[src/rtl/irq_ctrl_pkg.sv]
package irq_ctrl_pkg;

   // ----------------------------------------------------------------
   // register map (cpu data space)
   // ----------------------------------------------------------------
   localparam logic [7:0] IRQ_ENABLE_MASK_ADDR = 8'h13;
   localparam logic [7:0] IRQ_EVENT_FLAGS_ADDR = 8'h14;
   localparam logic [7:0] IRQ_ENABLE_MASK_RST = 8'h00;
   localparam logic [7:0] IRQ_EVENT_FLAGS_RST = 8'h00;

   // ----------------------------------------------------------------
   // field positions, shared by enable and flag registers
   // ----------------------------------------------------------------
   localparam int TIMER_A_BIT = 6;
   localparam int TIMER_B_BIT = 4;
   localparam int DIV1024_BIT = 3;
   localparam int DIV4096_BIT = 2;
   localparam int DIV32768_BIT = 1;
   localparam int DIV2097152_BIT = 0;
   // reserved bits 7 and 5 read as zero and ignore writes
   localparam logic [7:0] IMPL_MASK = 8'h5F;

   // ----------------------------------------------------------------
   // timebase divider taps: divide by 2**(tap+1)
   // ----------------------------------------------------------------
   localparam int DIV_WIDTH = 21;
   localparam int TAP_DIV1024 = 9;
   localparam int TAP_DIV4096 = 11;
   localparam int TAP_DIV32768 = 14;
   localparam int TAP_DIV2097152 = 20;

   // ----------------------------------------------------------------
   // cpu register access group
   // ----------------------------------------------------------------
   typedef struct packed {
      logic wr;
      logic rd;
      logic [7:0] addr;
      logic [7:0] wdata;
   } reg_req_t;

endpackage : irq_ctrl_pkg

[src/rtl/six_source_irq_controller.sv]
`timescale 1ns/100ps
// Contract
// - six sources, one level, no nesting
// - timer a and b overflow pulses
// - ticks at osc/1024, 4096, 32768, 2097152
// - event sets flag regardless of enable
// - enabled set flag raises cpu request
// - disabled flag readable, no request
// - enable bits 6,4,3,2,1,0; 7,5 reserved
// - flag bits same positions as enables
// - writing one clears a flag
module six_source_irq_controller
   import irq_ctrl_pkg::*;
(
   // clock and reset
   input wire logic clock,
   input wire logic rst,
   // cpu register access
   input wire reg_req_t cpu_req,
   output logic [7:0] cpu_rdata,
   // timer overflow events
   input wire logic timer_a_ovf,
   input wire logic timer_b_ovf,
   // request to cpu core
   output logic irq_req
);

   // ----------------------------------------------------------------
   // state
   // ----------------------------------------------------------------
   logic [DIV_WIDTH-1:0] div_ff;
   logic [DIV_WIDTH-1:0] nxt_div;
   logic [7:0] enable_ff;
   logic [7:0] nxt_enable;
   logic [7:0] flags_ff;
   logic [7:0] nxt_flags;
   logic [7:0] rdata_ff;
   logic [7:0] nxt_rdata;
   logic irq_ff;
   logic nxt_irq;
   logic [7:0] events;
   logic [7:0] clr_mask;
   logic tick_1k;
   logic tick_4k;
   logic tick_32k;
   logic tick_2m;

   // ----------------------------------------------------------------
   // free-running timebase divider
   // ----------------------------------------------------------------
   always_comb begin
      nxt_div = div_ff + DIV_WIDTH'(1);
   end

   always_ff @(posedge clock) begin
      if (rst) begin
         div_ff <= '0;
      end else begin
         div_ff <= nxt_div;
      end
   end

   tick_tap #(.TAP(TAP_DIV1024)) u_tap_1k (.clock(clock), .rst(rst), .div_cnt(div_ff),
      .tick(tick_1k));
   tick_tap #(.TAP(TAP_DIV4096)) u_tap_4k (.clock(clock), .rst(rst), .div_cnt(div_ff),
      .tick(tick_4k));
   tick_tap #(.TAP(TAP_DIV32768)) u_tap_32k (.clock(clock), .rst(rst), .div_cnt(div_ff),
      .tick(tick_32k));
   tick_tap #(.TAP(TAP_DIV2097152)) u_tap_2m (.clock(clock), .rst(rst), .div_cnt(div_ff),
      .tick(tick_2m));

   // ----------------------------------------------------------------
   // event vector in register bit order
   // ----------------------------------------------------------------
   always_comb begin
      events = 8'h00;
      events[TIMER_A_BIT] = timer_a_ovf;
      events[TIMER_B_BIT] = timer_b_ovf;
      events[DIV1024_BIT] = tick_1k;
      events[DIV4096_BIT] = tick_4k;
      events[DIV32768_BIT] = tick_32k;
      events[DIV2097152_BIT] = tick_2m;
   end

   // ----------------------------------------------------------------
   // enable and flag registers, read data, request
   // ----------------------------------------------------------------
   // read data is registered so the output comes from a flop; the cpu
   // sees it one cycle after the read strobe
   always_comb begin
      nxt_enable = enable_ff;
      clr_mask = 8'h00;
      if (cpu_req.wr && cpu_req.addr == IRQ_ENABLE_MASK_ADDR) begin
         nxt_enable = cpu_req.wdata & IMPL_MASK;
      end
      if (cpu_req.wr && cpu_req.addr == IRQ_EVENT_FLAGS_ADDR) begin
         clr_mask = cpu_req.wdata & IMPL_MASK;
      end
      // set wins over clear; zero bits leave the flag alone
      nxt_flags = ((flags_ff & ~clr_mask) | events) & IMPL_MASK;
      // one level: any enabled flag, no ranking among sources
      nxt_irq = |(nxt_flags & nxt_enable);
      nxt_rdata = 8'h00;
      if (cpu_req.rd) begin
         case (cpu_req.addr)
            IRQ_ENABLE_MASK_ADDR: nxt_rdata = enable_ff;
            IRQ_EVENT_FLAGS_ADDR: nxt_rdata = flags_ff;
            default: nxt_rdata = 8'h00;
         endcase
      end
   end

   always_ff @(posedge clock) begin
      if (rst) begin
         enable_ff <= IRQ_ENABLE_MASK_RST;
         flags_ff <= IRQ_EVENT_FLAGS_RST;
         rdata_ff <= 8'h00;
         irq_ff <= 1'b0;
      end else begin
         enable_ff <= nxt_enable;
         flags_ff <= nxt_flags;
         rdata_ff <= nxt_rdata;
         irq_ff <= nxt_irq;
      end
   end

   assign cpu_rdata = rdata_ff;
   assign irq_req = irq_ff;

   // ----------------------------------------------------------------
   // checks
   // ----------------------------------------------------------------
   flag_set_a: assert property (@(posedge clock) disable iff (rst)
      timer_a_ovf |=> flags_ff[TIMER_A_BIT])
      else $error("timer a event did not set its flag");

   set_wins_a: assert property (@(posedge clock) disable iff (rst)
      (timer_b_ovf && cpu_req.wr && cpu_req.addr == IRQ_EVENT_FLAGS_ADDR
       && cpu_req.wdata[TIMER_B_BIT]) |=> flags_ff[TIMER_B_BIT])
      else $error("clear beat a simultaneous event");

   w1c_clear_a: assert property (@(posedge clock) disable iff (rst)
      (cpu_req.wr && cpu_req.addr == IRQ_EVENT_FLAGS_ADDR && cpu_req.wdata[TIMER_A_BIT]
       && !timer_a_ovf) |=> !flags_ff[TIMER_A_BIT])
      else $error("writing one did not clear the flag");

   zero_keep_a: assert property (@(posedge clock) disable iff (rst)
      (flags_ff[TIMER_A_BIT] && cpu_req.wr && cpu_req.addr == IRQ_EVENT_FLAGS_ADDR
       && !cpu_req.wdata[TIMER_A_BIT]) |=> flags_ff[TIMER_A_BIT])
      else $error("writing zero changed a flag");

   irq_or_a: assert property (@(posedge clock) disable iff (rst)
      irq_req == |(flags_ff & enable_ff))
      else $error("request differs from enabled flags");

   masked_quiet_a: assert property (@(posedge clock) disable iff (rst)
      (enable_ff == 8'h00) |-> !irq_req)
      else $error("request raised with all sources disabled");

   reserved_zero_a: assert property (@(posedge clock) disable iff (rst)
      ((enable_ff | flags_ff) & ~IMPL_MASK) == 8'h00)
      else $error("reserved bit set");

   tick_period_a: assert property (@(posedge clock) disable iff (rst)
      tick_1k |=> !tick_1k [*8])
      else $error("divide-by-1024 tick repeated too soon");

   // no sampled-value function here, so the first clock of the run needs no history
   reset_clear_a: assert property (@(posedge clock)
      rst |=> (enable_ff == IRQ_ENABLE_MASK_RST && flags_ff == IRQ_EVENT_FLAGS_RST
               && !irq_req && cpu_rdata == 8'h00))
      else $error("state not cleared by reset");

   timer_b_set_a: assert property (@(posedge clock) disable iff (rst)
      timer_b_ovf |=> flags_ff[TIMER_B_BIT])
      else $error("timer b event did not set its flag");

   tick_flag_a: assert property (@(posedge clock) disable iff (rst)
      tick_1k |=> flags_ff[DIV1024_BIT])
      else $error("divide-by-1024 tick did not set its flag");

   en_write_a: assert property (@(posedge clock) disable iff (rst)
      (cpu_req.wr && cpu_req.addr == IRQ_ENABLE_MASK_ADDR)
      |=> enable_ff == ($past(cpu_req.wdata) & IMPL_MASK))
      else $error("enable write did not land");

   flag_read_a: assert property (@(posedge clock) disable iff (rst)
      (cpu_req.rd && cpu_req.addr == IRQ_EVENT_FLAGS_ADDR)
      |=> cpu_rdata == $past(flags_ff))
      else $error("flag read returned wrong data");

   rdata_idle_a: assert property (@(posedge clock) disable iff (rst)
      !cpu_req.rd |=> cpu_rdata == 8'h00)
      else $error("read data not idle without a read");

   // each tap must fire exactly where the divider wraps past its bit; a slip
   // here would stretch every timebase period without any flag looking wrong
   tick_1k_pos_a: assert property (@(posedge clock) disable iff (rst)
      tick_1k |-> div_ff[TAP_DIV1024:0] == '0)
      else $error("divide-by-1024 tick off its boundary");

   tick_4k_pos_a: assert property (@(posedge clock) disable iff (rst)
      tick_4k |-> div_ff[TAP_DIV4096:0] == '0)
      else $error("divide-by-4096 tick off its boundary");

   tick_32k_pos_a: assert property (@(posedge clock) disable iff (rst)
      tick_32k |-> div_ff[TAP_DIV32768:0] == '0)
      else $error("divide-by-32768 tick off its boundary");

   tick_2m_pos_a: assert property (@(posedge clock) disable iff (rst)
      tick_2m |-> div_ff[TAP_DIV2097152:0] == '0)
      else $error("divide-by-2097152 tick off its boundary");

   // the count of zero right after reset is not a boundary, so it is left out
   tick_1k_due_a: assert property (@(posedge clock) disable iff (rst)
      (div_ff[TAP_DIV1024:0] == '0 && div_ff != '0) |-> tick_1k)
      else $error("divide-by-1024 tick missing");

   tick_4k_due_a: assert property (@(posedge clock) disable iff (rst)
      (div_ff[TAP_DIV4096:0] == '0 && div_ff != '0) |-> tick_4k)
      else $error("divide-by-4096 tick missing");

   tick_32k_due_a: assert property (@(posedge clock) disable iff (rst)
      (div_ff[TAP_DIV32768:0] == '0 && div_ff != '0) |-> tick_32k)
      else $error("divide-by-32768 tick missing");

endmodule : six_source_irq_controller

[src/rtl/tick_tap.sv]
`timescale 1ns/100ps
// one-cycle pulse when a divider bit falls, i.e. every 2**(tap+1) clocks
module tick_tap
   import irq_ctrl_pkg::*;
#(
   parameter int TAP = 0
) (
   // clock and reset
   input wire logic clock,
   input wire logic rst,
   // divider state
   input wire logic [DIV_WIDTH-1:0] div_cnt,
   // tick out
   output logic tick
);

   logic prev_ff;
   logic nxt_prev;

   // ----------------------------------------------------------------
   // falling-edge detect on the selected divider bit
   // ----------------------------------------------------------------
   always_comb begin
      nxt_prev = div_cnt[TAP];
   end

   always_ff @(posedge clock) begin
      if (rst) begin
         prev_ff <= 1'b0;
      end else begin
         prev_ff <= nxt_prev;
      end
   end

   assign tick = prev_ff & ~div_cnt[TAP];

endmodule : tick_tap
[config.mk]
export PLATFORM = sky130hd
export DESIGN_NAME = six_source_irq_controller
export DESIGN_NICKNAME = d
export VERILOG_FILES = /design/src/rtl/irq_ctrl_pkg.sv /design/src/rtl/six_source_irq_controller.sv /design/src/rtl/tick_tap.sv
export SDC_FILE = /design/constraint.sdc
export NUM_CORES = 1
export LEC_CHECK = 0
export ABC_AREA = 1
export BUFFER_PORTS_ARGS = -buffer_cell sky130_fd_sc_hd__buf_4
export CORE_ASPECT_RATIO = 1.1
export CORE_UTILIZATION = 55
export DETAILED_ROUTE_END_ITERATION = 10
export MAX_ROUTING_LAYER = met4
export PLACE_DENSITY_LB_ADDON = 0.12
export SLEW_MARGIN = 40
export SYNTH_ARGS = -nofsm -noshare
export SYNTH_HDL_FRONTEND = slang
export SYNTH_HIERARCHICAL = 1
export SYNTH_SLANG_ARGS = --single-unit
[constraint.sdc]
create_clock -name clock -period 2.4 [get_ports clock]
set_input_delay 0.48 -clock clock [delete_from_list [all_inputs] [get_ports clock]]
set_output_delay 0.48 -clock clock [all_outputs]
set_load 0.01 [all_outputs]
==> impl_metrics.yaml <==
run_status:
  status: "complete, no violations"
sta:
  slew_viol_final: 0
  finalSetupViolCount: 0
  hold_viol: 0
  rsz0062_at_grt: "false"
  finalSetupTns_ns: 0
  period_needed_ns: 1.62
  clock_skew_ns: 0.00689
  period_share: 0.677
  max_freq_mhz: 616
synth:
  synthTopCellsByCount: "nand2_1, inv_1, dfxtp_1"
  synth_area_um2: 1970
  ys_seq_elements: 44
  synthTopCellsByArea: "dfxtp_1, nand2_1, inv_1"
  synth_top_area_share: 0.447
  synth_edf_count: 0
  post_synth.cell_area_avg_um2: 7.16
  yosysUniqueCellTypes: 29
  yosysSeqAreaShare: 0.447
  yosys_warnings: 6
  synth.most_common_cell: "nand2_1"
  syn-instance-count: 275
  yosysTopAreaCell: "dfxtp_1"
  synth_ff_type: "dfxtp_1"
  async_reset_ff_frac: 0
place:
  dp_hpwl_um: 2560
  gp_congestion: 0.872
  place_inst: 345
  port_buffers: 26
final_layout:
  nets: 327
  final_layout_size_suffix_gt1_frac: 0.191
  stdcell_count: 352
  area_delta_synth_final_pct: 14.3
  antennaDiodeCount: 0
worst_hold_path:
  hold_class: "in2reg"
die:
  core-area_um2: 3390
  die-area_um2: 3820
  io_pins: 31
  die_x_um: 59.1
  die_h_um: 64.8
  initial_core_util: 0.582
  rows: 22
setup_path:
  crit_family: "simple AND/OR/NAND/NOR gates"
  required_ns: 2.66
  cp_num_buf_inv: 0
  cpPeakStageDelay_ns: 0.37
  critPathSlowestCell: "dfxtp_1"
  cp-end-kind: "flop"
  path_max_fanout: 5
  crit_arrival_ns: 1.88
  crit_chain: "ha_1 > nand2_1 > nor2_4 > nand2_1 > nor2_2 > nand2_2 > nor2_1 > nand2_1 > o21ai_1 > a21oi_1"
  crit_path_start_kind: "flop"
  cpMostUsedCell: "nand2_1"
  crit_type: "reg2reg"
cts:
  clockBufferDepth: 2
  clk_pin_slew_ns: 0.12
  cts.sinks: 44
  cts.repair.resized: 0
  post-cts-setup-buffers: 0
  cts_hold_buffers: 0
  cts_made_buffers: 5
  insertion_delay_ns: 0.35
  cts_tree: "built"
  h-tree-depth: 2
  root_buffer: "clkbuf_4"
detailed_routing:
  drt_iter0_drc: 95
  wirelength_um: 3390
  routed_via_density: 4.77
  vias: 1680
  drc_errors: 0
  antenna_left: 0
  wl_per_cell_um: 9.63
  dr.pass1.iters: 4
global_route:
  grt_pass1_wl_um: 6090
  use_met3: 0.0419
  antenna_found_initial: 0
  use_met2: 0.375
  grtUsageMet1: 0.229
  grt_pass1_vias: 1539
  busiest_layer: "met2"
  grt_max_degree: 26
  grtUsageTotal: 0.216
  overflow: 0
power:
  vdd_drop_max_v: 0.000436
  finalPower_mw: 1.15
  p_per_area_nw_per_um2: 510
  leakage_nw: 0.930
flow_run:
  maxCapViolations: 0
sequential cells by signal (all words and copies together), names as in the netlist:
name and count:
irq_req 1, div_ff 21, u_tap_1k/prev_ff 1, u_tap_32k/prev_ff 1, u_tap_2m/prev_ff 1, u_tap_4k/prev_ff 1
enable_ff 6, cpu_rdata 6, flags_ff 6
area by class of cell:
cell class	instances	area (um^2)
Tap cell	48	60.1
Inverter	52	195
Multi-Input combinational cell	175	870
Sequential cell	44	881
Clock inverter	2	12.5
Timing Repair Buffer	26	195
Fill cell	321	1130
Clock buffer	5	37.5
kinds of logic (layout without fill, tap and decap cells):
logic type	Yosys count	count (layout)	share of synthesized area
AOI/OAI and AO/OA	45	45	0.126
and+or+nand+nor	127	127	0.305
other	1	2	0.00190
buffers and inverters	57	85	0.113
DFF	44	44	0.447
adders and majority gates	1	1	0.00635
worst reg2reg max path, stage by stage (launching register included):
cell and delay [ns]:
dfxtp_1 0.37, ha_1 0.17, nand2_1 0.10, nor2_4 0.14
nand2_1 0.09, nor2_2 0.14, nand2_2 0.09, nor2_1 0.15
nand2_1 0.09, o21ai_1 0.12, a21oi_1 0.06
final timing paths:
path	from	to	slack (ns)	cells after the start
setup reg to reg	div_ff[0]$_SDFF_PP0_	div_ff[14]$_SDFF_PP0_	0.78	10
hold / removal	timer_b_ovf	flags_ff[4]$_SDFF_PP0_	0.38	3
setup / recovery	div_ff[0]$_SDFF_PP0_	div_ff[14]$_SDFF_PP0_	0.78	10
hold reg to reg	div_ff[0]$_SDFF_PP0_	div_ff[0]$_SDFF_PP0_	0.46	1
layer usage:
| layer | part of all wire | wire length, um |
|---|---|---|
| met1 | 0.45 | 1510 |
| met2 | 0.49 | 1660 |
| met3 | 0.041 | 138 |
| met4 | 0.023 | 79 |
| met5 | 0 | 0 |
where the power goes:
group	internal, mW	total, mW	switching (mW)	leakage (nW)
logic	0.0315	0.0707	0.0392	0.547
clock network	0.107	0.337	0.230	0.0271
registers	0.737	0.741	0.00380	0.356
cells in the final DEF (no fill, tap or decap), types with 3 or more instances in the layout:
master and n:
o21ai_0 11, nand2_1 70, nor2_2 8, nand3_1 5
clkbuf_4 5, nor2_1 24, inv_2 3, inv_1 49
nand4_1 4, a21oi_1 25, dfxtp_1 44, buf_4 26
nor3_1 6
per-stage QoR:
step	area, um^2	hold WS (ns)	utilization	setup WS, ns
5_1_grt	2250	0.388	0.665	0.563
3_5_place_dp	2200	0.442	0.650	0.676
3_3_place_gp	2200	0.430	0.650	0.678
4_1_cts	2250	0.370	0.665	0.752
2_1_floorplan	1970	0.418	-	0.968
6_report	2250	0.384	0.665	0.776
(Power assumes the default switching activity.)
